<file path="src/rtl/cursor_ctrl_consts.svh">
// Register offsets, field positions and reset values of the cursor controls.
`ifndef CURSOR_CTRL_CONSTS_SVH
`define CURSOR_CTRL_CONSTS_SVH
// Indirect map index of the indirect control register.
`define IDX_CTRL_INDIRECT 8'h06
// Direct map offsets.
`define DIR_CTRL_DIRECT   4'h9
`define DIR_X_LOW         4'hC
`define DIR_X_HIGH        4'hD
`define DIR_Y_LOW         4'hE
`define DIR_Y_HIGH        4'hF
// Field positions in the indirect control register.
`define CCI_SRC_SEL       7
`define CCI_FIELD_INV     6
`define CCI_ILACE_EN      5
`define CCI_VBL_LEN       4
`define CCI_RAM_B9        3
`define CCI_RAM_B8        2
// Reset values of the control registers.
`define CTRL_RESET        8'h00
// Blank-gap lengths for vertical blank detection, in dot clocks.
`define VBL_SHORT_CLKS    13'h0800
`define VBL_LONG_CLKS     13'h1000
// Offset added on each axis from upper-left to the programmed corner.
`define CURSOR_CORNER_OFS 12'h040
`endif

</file>
<file path="src/rtl/cursor_ctrl_pkg.sv">
// Types shared by the cursor control register bank.
package cursor_ctrl_pkg;
  // Cursor display format.
  typedef enum logic [1:0] {
    MODE_OFF,
    MODE_THREE_COLOR,
    MODE_ALT_A,
    MODE_ALT_B
  } cursor_mode_t;
endpackage

</file>
<file path="src/rtl/hw_cursor_control_regs.sv">
// Cursor control and position register bank with blank-based vblank detect.
`timescale 1ns/1ps
`include "cursor_ctrl_consts.svh"
//
// Summary of operation
// Select bit picks indirect or direct mode.
// Firmware sets select bit for direct use.
// Field indicator one on odd, invertible.
// Interlace enable takes field from pin.
// Vblank after 2048 or 4096 gap clocks.
// Two control bits give RAM address 9:8.
// Indirect mode: off, three-color, two alternates.
// Direct mode bits 1:0; rest read zero.
// Coordinates twelve bits, high nibble zero.
// Coordinate is lower-right, upper-left plus 0x40.
// Zero coordinate puts cursor off screen.
// Position registers accessible anytime, no reset.
// Mode change applies immediately.
module hw_cursor_control_regs #(
  parameter int VBL_CNT_W = 13
) (
  input  wire logic        clk,
  input  wire logic        rst,
  input  wire logic        ind_wr,
  input  wire logic [7:0]  ind_index,
  input  wire logic [7:0]  ind_wdata,
  output logic      [7:0]  ind_rdata,
  input  wire logic        dir_wr,
  input  wire logic [3:0]  dir_addr,
  input  wire logic [7:0]  dir_wdata,
  output logic      [7:0]  dir_rdata,
  input  wire logic        blank_pin,
  input  wire logic        field_pin,
  output cursor_ctrl_pkg::cursor_mode_t mode_eff,
  output logic      [1:0]  ram_addr_hi,
  output logic             interlace_on,
  output logic             odd_field,
  output logic             vblank,
  output logic      [11:0] corner_x,
  output logic      [11:0] corner_y,
  output logic             cursor_visible
);
  //----------------------------------------------------------------
  // Storage
  //----------------------------------------------------------------
  logic [7:0]  ctrl_ind_reg;   // Indirect control register.
  logic [1:0]  ctrl_dir_reg;   // Direct mode field; upper bits not stored.
  logic [11:0] x_reg;          // Cursor X coordinate, no reset.
  logic [11:0] y_reg;          // Cursor Y coordinate, no reset.
  logic [1:0]  blank_sync;     // Blank input synchroniser.
  logic [1:0]  field_sync;     // Field input synchroniser.
  logic        blank_d;        // Previous synchronised blank.
  logic [VBL_CNT_W-1:0] gap_cnt; // Dot clocks since last blank rise, held once the gap is met.
  logic        gap_met;        // Required gap was reached.
  logic [1:0]  sel_mode;       // Mode from the selected register.
  logic [VBL_CNT_W-1:0] gap_need; // Required gap length.

  // Sign-free check that a coordinate places the cursor on screen.
  function automatic logic coord_on(input logic [11:0] c);
    coord_on = (c != 12'h000);
  endfunction

  //----------------------------------------------------------------
  // Control registers
  //----------------------------------------------------------------
  // Writes to both control registers; direct keeps only bits 1:0.
  always_ff @(posedge clk) begin
    if (rst) begin
      ctrl_ind_reg <= `CTRL_RESET;
      ctrl_dir_reg <= 2'h0;
    end else begin
      if (ind_wr && ind_index == `IDX_CTRL_INDIRECT) begin
        ctrl_ind_reg <= ind_wdata;
      end
      if (dir_wr && dir_addr == `DIR_CTRL_DIRECT) begin
        ctrl_dir_reg <= dir_wdata[1:0];
      end
    end
  end

  // Position registers have no reset and are writable at any time.
  always_ff @(posedge clk) begin
    if (dir_wr) begin
      case (dir_addr)
        `DIR_X_LOW:  x_reg[7:0]  <= dir_wdata;
        `DIR_X_HIGH: x_reg[11:8] <= dir_wdata[3:0];
        `DIR_Y_LOW:  y_reg[7:0]  <= dir_wdata;
        `DIR_Y_HIGH: y_reg[11:8] <= dir_wdata[3:0];
        default: ;
      endcase
    end
  end

  //----------------------------------------------------------------
  // Read data
  //----------------------------------------------------------------
  // Indirect read; unmapped indices read zero.
  always_ff @(posedge clk) begin
    if (rst) begin
      ind_rdata <= 8'h00;
    end else if (ind_index == `IDX_CTRL_INDIRECT) begin
      ind_rdata <= ctrl_ind_reg;
    end else begin
      ind_rdata <= 8'h00;
    end
  end

  // Direct read; reserved bits and unmapped offsets read zero.
  always_ff @(posedge clk) begin
    if (rst) begin
      dir_rdata <= 8'h00;
    end else begin
      case (dir_addr)
        `DIR_CTRL_DIRECT: dir_rdata <= {6'h00, ctrl_dir_reg};
        `DIR_X_LOW:  dir_rdata <= x_reg[7:0];
        `DIR_X_HIGH: dir_rdata <= {4'h0, x_reg[11:8]};
        `DIR_Y_LOW:  dir_rdata <= y_reg[7:0];
        `DIR_Y_HIGH: dir_rdata <= {4'h0, y_reg[11:8]};
        default:     dir_rdata <= 8'h00;
      endcase
    end
  end

  //----------------------------------------------------------------
  // Mode and address outputs
  //----------------------------------------------------------------
  // The select bit picks which field governs the mode.
  always_comb begin
    sel_mode = ctrl_ind_reg[`CCI_SRC_SEL] ? ctrl_dir_reg
                                          : ctrl_ind_reg[1:0];
  end

  // Effective mode, RAM address bits and interlace flag.
  always_ff @(posedge clk) begin
    if (rst) begin
      mode_eff     <= cursor_ctrl_pkg::MODE_OFF;
      ram_addr_hi  <= 2'h0;
      interlace_on <= 1'b0;
    end else begin
      mode_eff     <= cursor_ctrl_pkg::cursor_mode_t'(sel_mode);
      ram_addr_hi  <= {ctrl_ind_reg[`CCI_RAM_B9],
                       ctrl_ind_reg[`CCI_RAM_B8]};
      interlace_on <= ctrl_ind_reg[`CCI_ILACE_EN];
    end
  end

  //----------------------------------------------------------------
  // Field indicator
  //----------------------------------------------------------------
  // Synchronise the field pin and apply the programmed sense.
  always_ff @(posedge clk) begin
    if (rst) begin
      field_sync <= 2'b00;
      odd_field  <= 1'b0;
    end else begin
      field_sync <= {field_sync[0], field_pin};
      odd_field  <= ctrl_ind_reg[`CCI_ILACE_EN] &
                    (field_sync[1] ^ ctrl_ind_reg[`CCI_FIELD_INV]);
    end
  end

  //----------------------------------------------------------------
  // Vertical blank detection
  //----------------------------------------------------------------
  // Gap length chosen by the detection bit.
  always_comb begin
    gap_need = ctrl_ind_reg[`CCI_VBL_LEN] ?
               VBL_CNT_W'(`VBL_LONG_CLKS) : VBL_CNT_W'(`VBL_SHORT_CLKS);
  end

  // Count dot clocks between blank rises; a long gap marks vblank.
  always_ff @(posedge clk) begin
    if (rst) begin
      blank_sync <= 2'b00;
      blank_d    <= 1'b0;
      gap_cnt    <= '0;
      gap_met    <= 1'b0;
      vblank     <= 1'b0;
    end else begin
      blank_sync <= {blank_sync[0], blank_pin};
      blank_d    <= blank_sync[1];
      if (blank_sync[1] && !blank_d) begin
        gap_cnt <= '0;
        gap_met <= 1'b0;
        vblank  <= gap_met;
      end else if (!gap_met) begin
        gap_cnt <= gap_cnt + VBL_CNT_W'(1);
        // The flag is read one clock after it is set, so it is raised one
        // count early; a gap of exactly the required length then qualifies.
        gap_met <= (gap_cnt + VBL_CNT_W'(2)) >= gap_need;
      end
      if (!blank_sync[1]) begin
        vblank <= 1'b0;
      end
    end
  end

  //----------------------------------------------------------------
  // Position outputs
  //----------------------------------------------------------------
  // The coordinate is the lower-right corner; zero hides the cursor.
  always_ff @(posedge clk) begin
    if (rst) begin
      corner_x       <= 12'h000;
      corner_y       <= 12'h000;
      cursor_visible <= 1'b0;
    end else begin
      corner_x       <= x_reg;
      corner_y       <= y_reg;
      cursor_visible <= coord_on(x_reg) & coord_on(y_reg) &
                        (sel_mode != 2'b00);
    end
  end

  //----------------------------------------------------------------
  // Checks
  //----------------------------------------------------------------
  sel_mode_a: assert property (@(posedge clk) disable iff (rst)
    ##1 mode_eff == cursor_ctrl_pkg::cursor_mode_t'(
      $past(ctrl_ind_reg[`CCI_SRC_SEL]) ? $past(ctrl_dir_reg)
                                        : $past(ctrl_ind_reg[1:0])))
    else $error("effective mode not from selected register");
  field_sense_a: assert property (@(posedge clk) disable iff (rst)
    ##1 odd_field == ($past(ctrl_ind_reg[`CCI_ILACE_EN]) &
      ($past(field_sync[1]) ^ $past(ctrl_ind_reg[`CCI_FIELD_INV]))))
    else $error("field indicator wrong");
  ram_addr_a: assert property (@(posedge clk) disable iff (rst)
    ##1 ram_addr_hi == $past(ctrl_ind_reg[3:2]))
    else $error("cursor ram address high bits wrong");
  dir_resv_a: assert property (@(posedge clk) disable iff (rst)
    ##1 ($past(dir_addr) == `DIR_CTRL_DIRECT) |-> dir_rdata[7:2] == 6'h00)
    else $error("direct control reserved bits nonzero");
  msb_zero_a: assert property (@(posedge clk) disable iff (rst)
    ##1 ($past(dir_addr) == `DIR_X_HIGH || $past(dir_addr) == `DIR_Y_HIGH)
      |-> dir_rdata[7:4] == 4'h0)
    else $error("position high nibble nonzero");
  off_screen_a: assert property (@(posedge clk) disable iff (rst)
    (x_reg == 12'h000 || y_reg == 12'h000) |=> !cursor_visible)
    else $error("cursor visible with zero coordinate");
  pos_write_a: assert property (@(posedge clk) disable iff (rst)
    (dir_wr && dir_addr == `DIR_X_LOW) |=> x_reg[7:0] == $past(dir_wdata))
    else $error("x low write lost");
  vblank_gap_a: assert property (@(posedge clk) disable iff (rst)
    $rose(vblank) |-> $past(gap_met))
    else $error("vblank without required gap");
  ilace_a: assert property (@(posedge clk) disable iff (rst)
    !interlace_on |-> !odd_field)
    else $error("field indicator active without interlace");
endmodule

</file>
<file path="config.mk">
export PLATFORM = sky130hd
export DESIGN_NAME = hw_cursor_control_regs
export DESIGN_NICKNAME = d
export VERILOG_FILES = /design/src/rtl/cursor_ctrl_pkg.sv /design/src/rtl/hw_cursor_control_regs.sv
export VERILOG_INCLUDE_DIRS = /design/src /design/src/rtl
export SDC_FILE = /design/constraint.sdc
export NUM_CORES = 1
export LEC_CHECK = 0
export BUFFER_PORTS_ARGS = -buffer_cell sky130_fd_sc_hd__buf_2
export CORE_MARGIN = 3
export CORE_UTILIZATION = 34
export CTS_CLUSTER_SIZE = 25
export DETAILED_ROUTE_END_ITERATION = 8
export HOLD_SLACK_MARGIN = 0.05
export PLACE_DENSITY_LB_ADDON = 0.1
export SYNTH_ARGS = -nofsm -noshare
export SYNTH_HDL_FRONTEND = slang
export SYNTH_SLANG_ARGS = --single-unit
</file>
<file path="constraint.sdc">
create_clock -name clk -period 5.6 [get_ports clk]
set_input_delay 0.56 -clock clk [delete_from_list [all_inputs] [get_ports clk]]
set_output_delay 0.56 -clock clk [all_outputs]
set_load 0.01 [all_outputs]
</file>
=== Word-level counts from Yosys, hierarchy flattened ===
Index checks and enable logic that the tools add are counted.

* Add/subtract/negate cells: 2
* $lt $le $gt $ge: 1
* Eq/ne operators: 6
* Muxes and demuxes: 4
* Bitwise operators: 6
* Reductions and logical operators: 14

{| class="wikitable"
|+ Operator list
! kind !! count
|-
| 8-bit case mux with 5 select lines || 1
|-
| 12-bit nonzero test || 2
|-
| 4-bit == test (second input constant) || 5
|-
| 13-bit by 1-bit adder with 13-bit output (second input constant) || 1
|-
| 13-bit by 2-bit adder with 13-bit output (second input constant) || 1
|-
| 13-bit >= comparator || 1
|-
| 13-bit 2-to-1 mux || 1
|-
| 8-bit by 3-bit == test with 1-bit output (second input constant) || 1
|-
| 2-bit AND reduction || 4
|-
| 2-bit OR reduction || 3
|-
| 1-bit AND || 3
|-
| 1-bit logical AND || 3
|-
| 2-bit 2-to-1 mux || 1
|-
| 1-bit inverter || 2
|-
| 2-bit nonzero test || 1
|-
| 1-bit zero test || 1
|-
| 1-bit 2-to-1 mux || 1
|-
| 1-bit bitwise XOR || 1
|}

* Register bits after elaboration: 101
* Input bits: 34
* Output and inout bits: 48
* Logic and storage cells: 54

=== Longest topological paths before layout ===
Gate-level depths: netlist of run 1.

* Depth after elaboration: 3
* Depth in mapped cells: 10
* Depth with buffers taken out: 9

=== Least setup slack after synthesis of run 1 ===
OpenSTA, ideal clock, no wires.

* Kind: reg2reg
* From: register gap_cnt[2]
* To: register gap_met
* Arrival time: 2,164 ps
* Path slack: 3,352 ps
* Cell stages (with the launch flop): 10
* Period minus slack after synthesis: 2,248 ps
* Path through: dfxtp_1 > ha_1 > buf_2 > nand3_1 > nor3_1 > xnor2_1 > ha_1 > nand4_1 > or4b_1 > o31ai_2

* Longest elaborated chain between the ends: 3

{| class="wikitable"
|+ Ends and longest elaborated chain
! item !! line !! text
|-
| start: declaration || hw_cursor_control_regs.sv:53 || <nowiki>logic [VBL_CNT_W-1:0] gap_cnt;</nowiki>
|-
| start signal: assignment || hw_cursor_control_regs.sv:187 || <nowiki>gap_cnt <= gap_cnt + VBL_CNT_W'(1);</nowiki>
|-
| 13-bit by 2-bit adder with 13-bit output || hw_cursor_control_regs.sv:190 || <nowiki>gap_met <= (gap_cnt + VBL_CNT_W'(2)) >= gap_need;</nowiki>
|-
| 13-bit >= comparator || hw_cursor_control_regs.sv:190 ||
|-
| 1-bit 2-to-1 mux || hw_cursor_control_regs.sv:186 || <nowiki>end else if (!gap_met) begin</nowiki>
|-
| end signal: assignment || hw_cursor_control_regs.sv:190 ||
|-
| end: declaration || hw_cursor_control_regs.sv:54 || <nowiki>logic gap_met;</nowiki>
|}

Every way passes these cells.
A chain may end at the register's enable or synchronous reset.

=== Final worst setup path of run 1 ===
Same ends and word-level chain as after synthesis.

==> results.ini, run 1 <==
[setup_path]
critPathMaxFanout=7
crit_required_ns=5.88
endpoint_kind=flop
slowest_delay_ns=0.53
cp.arrival_ns=2.77
worstSetupStartpointType=flop
path_cells=ha_1 > nand3_1 > nor3_1 > xnor2_1 > ha_1 > nand4_1 > or4b_1 > o31ai_2
crit_slowest_cell=or4b_1
cpMostUsedCell=ha_1
crit_type=flop to flop

[drt]
finalWirelength_um=8030
viasPerCell=4.69
drt-initial-drc-count=86
wire_per_inst_um=14.9
final_antenna_net_count=0
vias=2517
firstDrtPassIters=4
drc=0

[yosys]
yosysWarnings=0
yosys.area.top_type=dfxtp_1
synth_edf_count=24
synthesis.instances=316
synth_ff_type=dfxtp_1
syn_avg_cell_area_um2=11.5
synth.most_common_cell=dfxtp_1
seq_area_frac_synth_pct=62.0
yosysUniqueCellTypes=44
yosysTopAreaCellShare_pct=42.3
synth_seq_cells=101
synth_common_cells=dfxtp_1, nor2_1, nor2b_1
async_flop_share_pct=0
syn_area_mm2=0.00365
ys_top_cells_by_area=dfxtp_1, edfxtp_1, nor2b_1
syn_nets=355

[sta]
maxSlewHeadroom_pct=43.8
grt_setup_unrepaired=false
setup_viol=0
fin_tns_setup_ns=0
fin_skew_ns=0.00979
fmax_ghz=0.401
setup_ws_ns=3.10
period_minus_slack_ns=2.50
hold_ws_ns=0.385
worstMarginPinSlew_ns=0.843
hold_viol_final=0
report.final.slew_viol_count=0
finalCritPeriodShare_pct=44.6

[power]
p_per_area_mw_per_mm2=286
ir_drop_mv=0.163
p_leak_nw=1.77
p_total_w=0.00124

[die]
dieArea_mm2=0.0120
die_width_um=110
die_h_um=110
io_pins=82
initial_core_util_pct=35.2
rows=37
core_region_area_mm2=0.0104

[clock_tree]
tritoncts=built
clock_latency_ns=0.36
cts_max_level=3
post_cts_buffers=0
hold_buffers=0
clockRootBuffer=clkbuf_8
cts-resized-gates=0
cts_buffer_depth=2
cts_sinks=101
clk_pin_slew_ns=0.09
numCtsBuffers=9

[place]
gp_congestion=0.844
port_buffers=81
pre_cts_ws_ns=3.10
post-dp-hpwl_um=6030
dp_cells=521

[cells_and_area]
nets=435
area_growth_syn_to_layout_pct=18.9
finalNonFillerCells=537
num_antenna_cells=0
drive_gt1_share_pct=24.2
top_register=gap_cnt
largest_register_ffs=13

[grt]
grt_max_degree=49
grt_use_total_pct=14.5
antenna_found_initial=0
grt.overflow.total=0
grt_pass1_wl_um=13000
grt_pass1_vias=2451

[status]
status=finished clean

[flow_run]
maxCapViolations=0

[worst_hold_path]
min_path_type=input port to flop

-- report_power, final --
group	leakage, nW	internal (W)	total (W)	switching, W
clock	0.0853	0.000178	0.000414	0.000236
sequential	0.845	0.000759	0.000768	0.00000867
combinational	0.844	0.0000245	0.0000576	0.0000331
total	1.77	0.000961	0.00124	0.000278
-- logic make-up (layout without fill, tap and decap cells) --
| kind of cell | count (synthesis) | count (layout) | synth area share (%) |
|---|---|---|---|
| simple gates | 129 | 129 | 19.5 |
| flops | 101 | 101 | 62.0 |
| compound gates | 29 | 29 | 5.90 |
| buf+inv | 19 | 104 | 2.30 |
| xor+xnor | 18 | 18 | 4.32 |
| mux | 15 | 15 | 4.19 |
| fa+ha+maj | 5 | 5 | 1.72 |
-- metal layers --
layer / up-vias / part of all wire, % / track usage, %
met5: - / 0 / 0
met4: 0 / 1.2 / 4.63
met3: 8 / 4.2 / 4.58
met2: 50 / 52 / 24.4
met1: 1207 / 43 / 17.6
li1: 1252 / - / -
-- stage by stage --
stage	util (%)	cell area (µm²)
floorplan	-	3650
global placement	40.2	4160
detailed placement	40.2	4160
CTS	41.8	4330
global route	41.8	4330
finish	41.8	4330
-- layout make-up --
cell class                      instances  area (µm²)
Fill cell                            1074        6040
Sequential cell                       101        2260
Multi-Input combinational cell        196        1300
Timing Repair Buffer                   81         405
Tap cell                              136         170
Clock buffer                           14         153
Inverter                                7        26.3
Clock inverter                          2        17.5
-- placed cells by master, fill, tap and decap left out, drive strengths merged, types with 2 or more instances in the layout --
master	instances
nor2b	34
nand2	8
and2	9
inv	8
nor3	6
buf	81
nor3b	2
xor2	4
nand2b	2
dfxtp	77
or2	2
a22oi	7
and3	2
clkbuf	14
nand3	9
a222oi	2
mux2	2
a21o	3
nand3b	3
nand4	2
nor2	34
mux2i	13
a32oi	2
ha	5
nor4	11
edfxtp	24
xnor2	14
a21oi	7
a211oi	3
a41oi	2
-- worst max-delay path, delay by kind of cell (launching register included) --
family	cells	cell delay (ns)
flip-flops	1	0.43
AND/OR/NAND/NOR	4	1.12
AO/OA/AOI/OAI	1	0.18
adder cells (fa/ha/maj)	2	0.60
XOR/XNOR	1	0.10
-- path summary, 6_finish.rpt --
kind                                               start                  endpoint  slack, ns  cells past startpoint
worst min-delay path                        dir_wdata[6]        x_reg[6]$_DFFE_PP_       0.39                      1
worst min register to register  field_sync[0]$_SDFF_PP0_  field_sync[1]$_SDFF_PP0_       0.44                      1
worst max-delay path             gap_cnt[2]$_SDFFE_PP0N_        gap_met$_SDFF_PP0_       3.10                      8
worst max register to register   gap_cnt[2]$_SDFFE_PP0N_        gap_met$_SDFF_PP0_       3.10                      8
No activity file was read; power rests on OpenSTA's default activity.
==> run 2: changes to the inputs <==
==> constraint.sdc (replaced) <==
create_clock -name clk -period 2.25 [get_ports clk]
set_input_delay 0.225 -clock clk [delete_from_list [all_inputs] [get_ports clk]]
set_output_delay 0.225 -clock clk [all_outputs]
set_load 0.01 [all_outputs]
==> run 2 against run 1 <==
  * Count of clock-buffer cells in the layout shrank 4
  * First-iteration DRC count is 19% higher
  * Combinational power increased to 2.8 times the previous value
  * Cell count up 4.3%
  * Global-route usage up 0.18 points
  * Largest cell class unchanged
==> results.ini, run 2 (synthesis gave the netlist of run 1 again) <==
[status]
status=finished clean

[power]
p_per_area_mw_per_mm2=680
p_leak_nw=1.92
ir_drop_mv=0.267

[drt]
drt-initial-drc-count=102
finalWirelength_um=8430
final_antenna_net_count=0
firstDrtPassIters=4
wire_per_inst_um=15.1
drc=0
vias=2609
viasPerCell=4.66

[setup_path]
reg2reg_slack_ns=0.08
endpoint_kind=flop
crit_required_ns=2.52
critPathMaxFanout=5
worstSetupStartpointType=flop
crit_type=flop to flop
cp.arrival_ns=2.43

[cells_and_area]
drive_gt1_share_pct=31.8
finalCoreUtilization_pct=44.4
top_register=gap_cnt
final_common_cell=buf_2
mostFrequentLayoutCells=buf_2, dfxtp_1, nor2b_1, nor2_1, edfxtp_1
finalNonFillerCells=560
nets=459
largest_register_ffs=13
num_antenna_cells=0
area_growth_syn_to_layout_pct=26.2

[clock_tree]
cts_buffer_depth=2
cts_sinks=101
numCtsBuffers=9
clock_latency_ns=0.35
clockRootBuffer=clkbuf_8
clk_pin_slew_ns=0.10
cts_max_level=3
tritoncts=built

[grt]
grt.overflow.total=0
grt_use_total_pct=14.7
grt_pass1_vias=2627
grt_pass1_wl_um=13300
grt_max_degree=48
antenna_found_initial=0

[flow_run]
maxCapViolations=0

[sta]
hold_viol_final=0
fmax_ghz=0.462
fin_skew_ns=0.00907
period_minus_slack_ns=2.17
report.final.slew_viol_count=0
worstMarginPinSlew_ns=0.541
setup_viol=0
maxSlewHeadroom_pct=63.8
finalCritPeriodShare_pct=96.2
grt_setup_unrepaired=true

[die]
dieArea_mm2=0.0120
rows=37
die_h_um=110
core_region_area_mm2=0.0104
die_width_um=110
initial_core_util_pct=35.2
io_pins=82

[place]
post-dp-hpwl_um=6200
port_buffers=81
gp_congestion=0.805
dp_cells=538

[worst_hold_path]
min_path_type=input port to flop

run 2: path summary, 6_finish.rpt:
kind	from	endpoint	depth (start not counted)
worst max-delay path	gap_cnt[2]$_SDFFE_PP0N_	gap_met$_SDFF_PP0_	8
worst min-delay path	field_pin	field_sync[0]$_SDFF_PP0_	2
worst max register to register	gap_cnt[2]$_SDFFE_PP0N_	gap_met$_SDFF_PP0_	8
worst min register to register	blank_sync[0]$_SDFF_PP0_	blank_sync[1]$_SDFF_PP0_	1
run 2: layout make-up:
cell class                 count  area (µm²)
fill                        1041        5770
sequential                   101        2280
multi-input combinational    196        1350
timing repair buffer         105         596
tap                          136         170
clock buffer                  10         138
clock inverter                 5        42.5
inverter                       7        26.3
run 2: metrics by stage:
stage | total power (W) | TNS (ns) | setup slack, ns | hold WS [ns] | area [µm²]
global route | 0.00327 | -0.0394 | -0.0394 | 0.0803 | 4600
finish | 0.00313 | 0 | 0.0845 | 0.0892 | 4600
CTS | 0.00318 | 0 | 0.0156 | 0.0719 | 4510
floorplan | 0.00202 | 0 | 0.00151 | 0.324 | 3650
detailed placement | 0.00211 | 0 | 0.0341 | 0.419 | 4290
global placement | 0.00211 | 0 | 0.112 | 0.417 | 4290
run 2: repair_timing:
item / in CTS / in global routing
endpoints found under the hold margin: 8 / 0
resized for setup: 0 / 20
buffers inserted: 0 / 3
setup endpoints to repair: 0 / 1
hold buffers: 4 / 0
run 2: report_power, final:
group	internal [W]	total, W	switching (W)
clock network	0.000443	0.00106	0.000620
registers	0.00189	0.00191	0.0000197
logic	0.0000731	0.000161	0.0000882
total	0.00240	0.00313	0.000728
run 2: metal layers:
metal | wire length [µm] | GRT usage, %
met4 | 156 | 6.50
met5 | 0 | 0
met2 | 4380 | 25.2
met3 | 277 | 2.94
met1 | 3620 | 17.7
run 2: worst max-delay path, cell delays in order, from the launching register on:
cell     delay, ns
dfxtp_4       0.38
and4_4        0.23
nand3_4       0.08
xnor2_2       0.15
ha_1          0.29
nor2b_1       0.13
nand4_1       0.07
or4b_1        0.54
o31ai_2       0.23
==> run 3: changes to the inputs <==
--- a/config.mk
+++ b/config.mk
@@ -7,12 +7,13 @@
 export NUM_CORES = 1
 export LEC_CHECK = 0
 export BUFFER_PORTS_ARGS = -buffer_cell sky130_fd_sc_hd__buf_2
-export CORE_MARGIN = 3
+export CAP_MARGIN = 20
+export CORE_MARGIN = 4
 export CORE_UTILIZATION = 34
 export CTS_CLUSTER_SIZE = 25
 export DETAILED_ROUTE_END_ITERATION = 8
 export HOLD_SLACK_MARGIN = 0.05
-export PLACE_DENSITY_LB_ADDON = 0.1
+export PLACE_DENSITY = 0.67
 export SYNTH_ARGS = -nofsm -noshare
 export SYNTH_HDL_FRONTEND = slang
 export SYNTH_SLANG_ARGS = --single-unit
==> run 3 against run 2 <==
  * Maximum frequency increased by 1.8%
  * Count of clock-buffer cells in the layout shrank 1
  * Flip-flop and latch count did not move
  * Largest cell class unchanged
  * Design area down 1.1%
  * Clock power about the same
  * Sequential share of layout area up 0.43 points
  * Via count rose by 0.88%
==> results.ini, run 3 (synthesis gave the netlist of run 1 again) <==
[clock_tree]
clockRootBuffer=clkbuf_8
cts_sinks=101
clk_pin_slew_ns=0.10
cts_buffer_depth=2
tritoncts=built
numCtsBuffers=9
clock_latency_ns=0.36
cts_max_level=3

[grt]
grt_pass1_vias=2766
grt.overflow.total=0
grt_max_degree=48
grt_use_total_pct=13.2
antenna_found_initial=0
grt_pass1_wl_um=13400

[sta]
worstMarginPinSlew_ns=0.549
report.final.slew_viol_count=0
fin_tns_setup_ns=0
hold_ws_ns=0.0804
setup_viol=0
period_minus_slack_ns=2.13
setup_ws_ns=0.123
fin_skew_ns=0.0118
fmax_ghz=0.470
maxSlewHeadroom_pct=63.3
finalCritPeriodShare_pct=94.5
grt_setup_unrepaired=false
hold_viol_final=0

[cells_and_area]
top_register=gap_cnt
drive_gt1_share_pct=30.0
largest_register_ffs=13
final_cell_area_mm2=0.00455
nets=457
finalNonFillerCells=559
area_growth_syn_to_layout_pct=24.8
final_common_cell=buf_2
num_antenna_cells=0
mostFrequentLayoutCells=buf_2, dfxtp_1, nor2_1, nor2b_1, edfxtp_1

[power]
pwr-share-clk_pct=34.6
power.internal_w=0.00239
p_leak_nw=1.90
net-switching-power_w=0.000769
ir_drop_mv=0.353
p_sw_share_pct=24.3
combPwrFrac_pct=5.0
p_seq_share_pct=60.4
p_per_area_mw_per_mm2=694

[drt]
drc=0
wire_per_inst_um=14.5
finalWirelength_um=8100
wl_met2_um=4220
viasPerCell=4.71
drt-initial-drc-count=105
route.met3.wl_um=305
final_antenna_net_count=0
firstDrtPassIters=6
wl_met1_um=3500
vias=2632
highest_layer=met4

[status]
status=finished clean

[place]
port_buffers=81
pre_cts_ws_ns=0.0339
dp_cells=537
post-dp-hpwl_um=6090
dpl_cell_area_mm2=0.00428
gp_congestion=0.863

[setup_path]
path_cells=nand3_1 > nor2_1 > nand3_1 > xnor2_1 > ha_1 > nor2b_1 > nand4_1 > or4b_4 > o31ai_2
crit_type=flop to flop
slowest_delay_ns=0.52
worstSetupStartpointType=flop
endpoint_kind=flop
cp.arrival_ns=2.40
cpMostUsedCell=nand3_1
critPathMaxFanout=3
crit_required_ns=2.53
crit_slowest_cell=or4b_4
reg2reg_slack_ns=0.12

[flow_run]
maxCapViolations=0

[die]
die_width_um=112
die_h_um=112
io_pins=82
dieArea_mm2=0.0124
core_region_area_mm2=0.0104
initial_core_util_pct=35.2
rows=37

[worst_hold_path]
min_path_type=input port to flop

==> run 3: changes by cell type in the layout (fill, tap and decap cells not counted), sizes merged <==
cell	previous run	this run
dlygate4sd3	4	5
clkbuf	10	9
inv	10	11
buf	101	98
clkinv	2	3
==> run 3: power groups by stage <==
stage               Clock [W]  Sequential [W]  Combinational, W
floorplan                   0         0.00195         0.0000644
global placement            0         0.00195          0.000148
detailed placement          0         0.00195          0.000151
CTS                   0.00112         0.00191          0.000156
global route          0.00121         0.00192          0.000174
finish                0.00109         0.00191          0.000157
==> run 3: repair_timing <==
| action | CTS | global route |
|---|---|---|
| resized for setup | 0 | 10 |
| hold buffers | 3 | 2 |
| endpoints found under the setup margin | 0 | 1 |
| hold endpoints to repair | 6 | 2 |
| setup buffers | 0 | 1 |
==> run 3: stage by stage <==
step	total power [W]	utilization, %
3_3_place_gp	0.00210	41.3
3_5_place_dp	0.00210	41.3
4_1_cts	0.00319	43.4
6_report	0.00316	43.9
5_1_grt	0.00330	43.9
2_1_floorplan	0.00202	-
==> run 3: worst max-delay path, delay by kind of cell (launching register included) <==
kind | cells | cell delay, ns
flops | 1 | 0.35
simple gates | 6 | 1.10
fa+ha+maj | 1 | 0.29
compound gates | 1 | 0.17
xor+xnor | 1 | 0.14
==> run 3: worst paths after layout <==
| kind | from | to | cells after the start |
|---|---|---|---|
| setup reg to reg | gap_cnt[10]$_SDFFE_PP0N_ | gap_met$_SDFF_PP0_ | 9 |
| hold / removal | dir_wdata[2] | y_reg[2]$_DFFE_PP_ | 1 |
| hold reg to reg | field_sync[0]$_SDFF_PP0_ | field_sync[1]$_SDFF_PP0_ | 1 |
| setup / recovery | gap_cnt[10]$_SDFFE_PP0N_ | gap_met$_SDFF_PP0_ | 9 |
==> run 3: routing by layer <==
layer  GRT usage (%)  vias to the layer above
li1                -                     1299
met1            15.4                     1263
met2            23.8                       61
met3            3.86                        9
met4            3.08                        0
met5               0                        -
==> run 3: final cells by class <==
| type | instances | area (µm²) |
|---|---|---|
| Multi-Input combinational cell | 196 | 1310 |
| Tap cell | 136 | 170 |
| Fill cell | 1010 | 5820 |
| Inverter | 7 | 26.3 |
| Clock inverter | 7 | 65.1 |
| Timing Repair Buffer | 103 | 583 |
| Clock buffer | 9 | 124 |
| Sequential cell | 101 | 2270 |
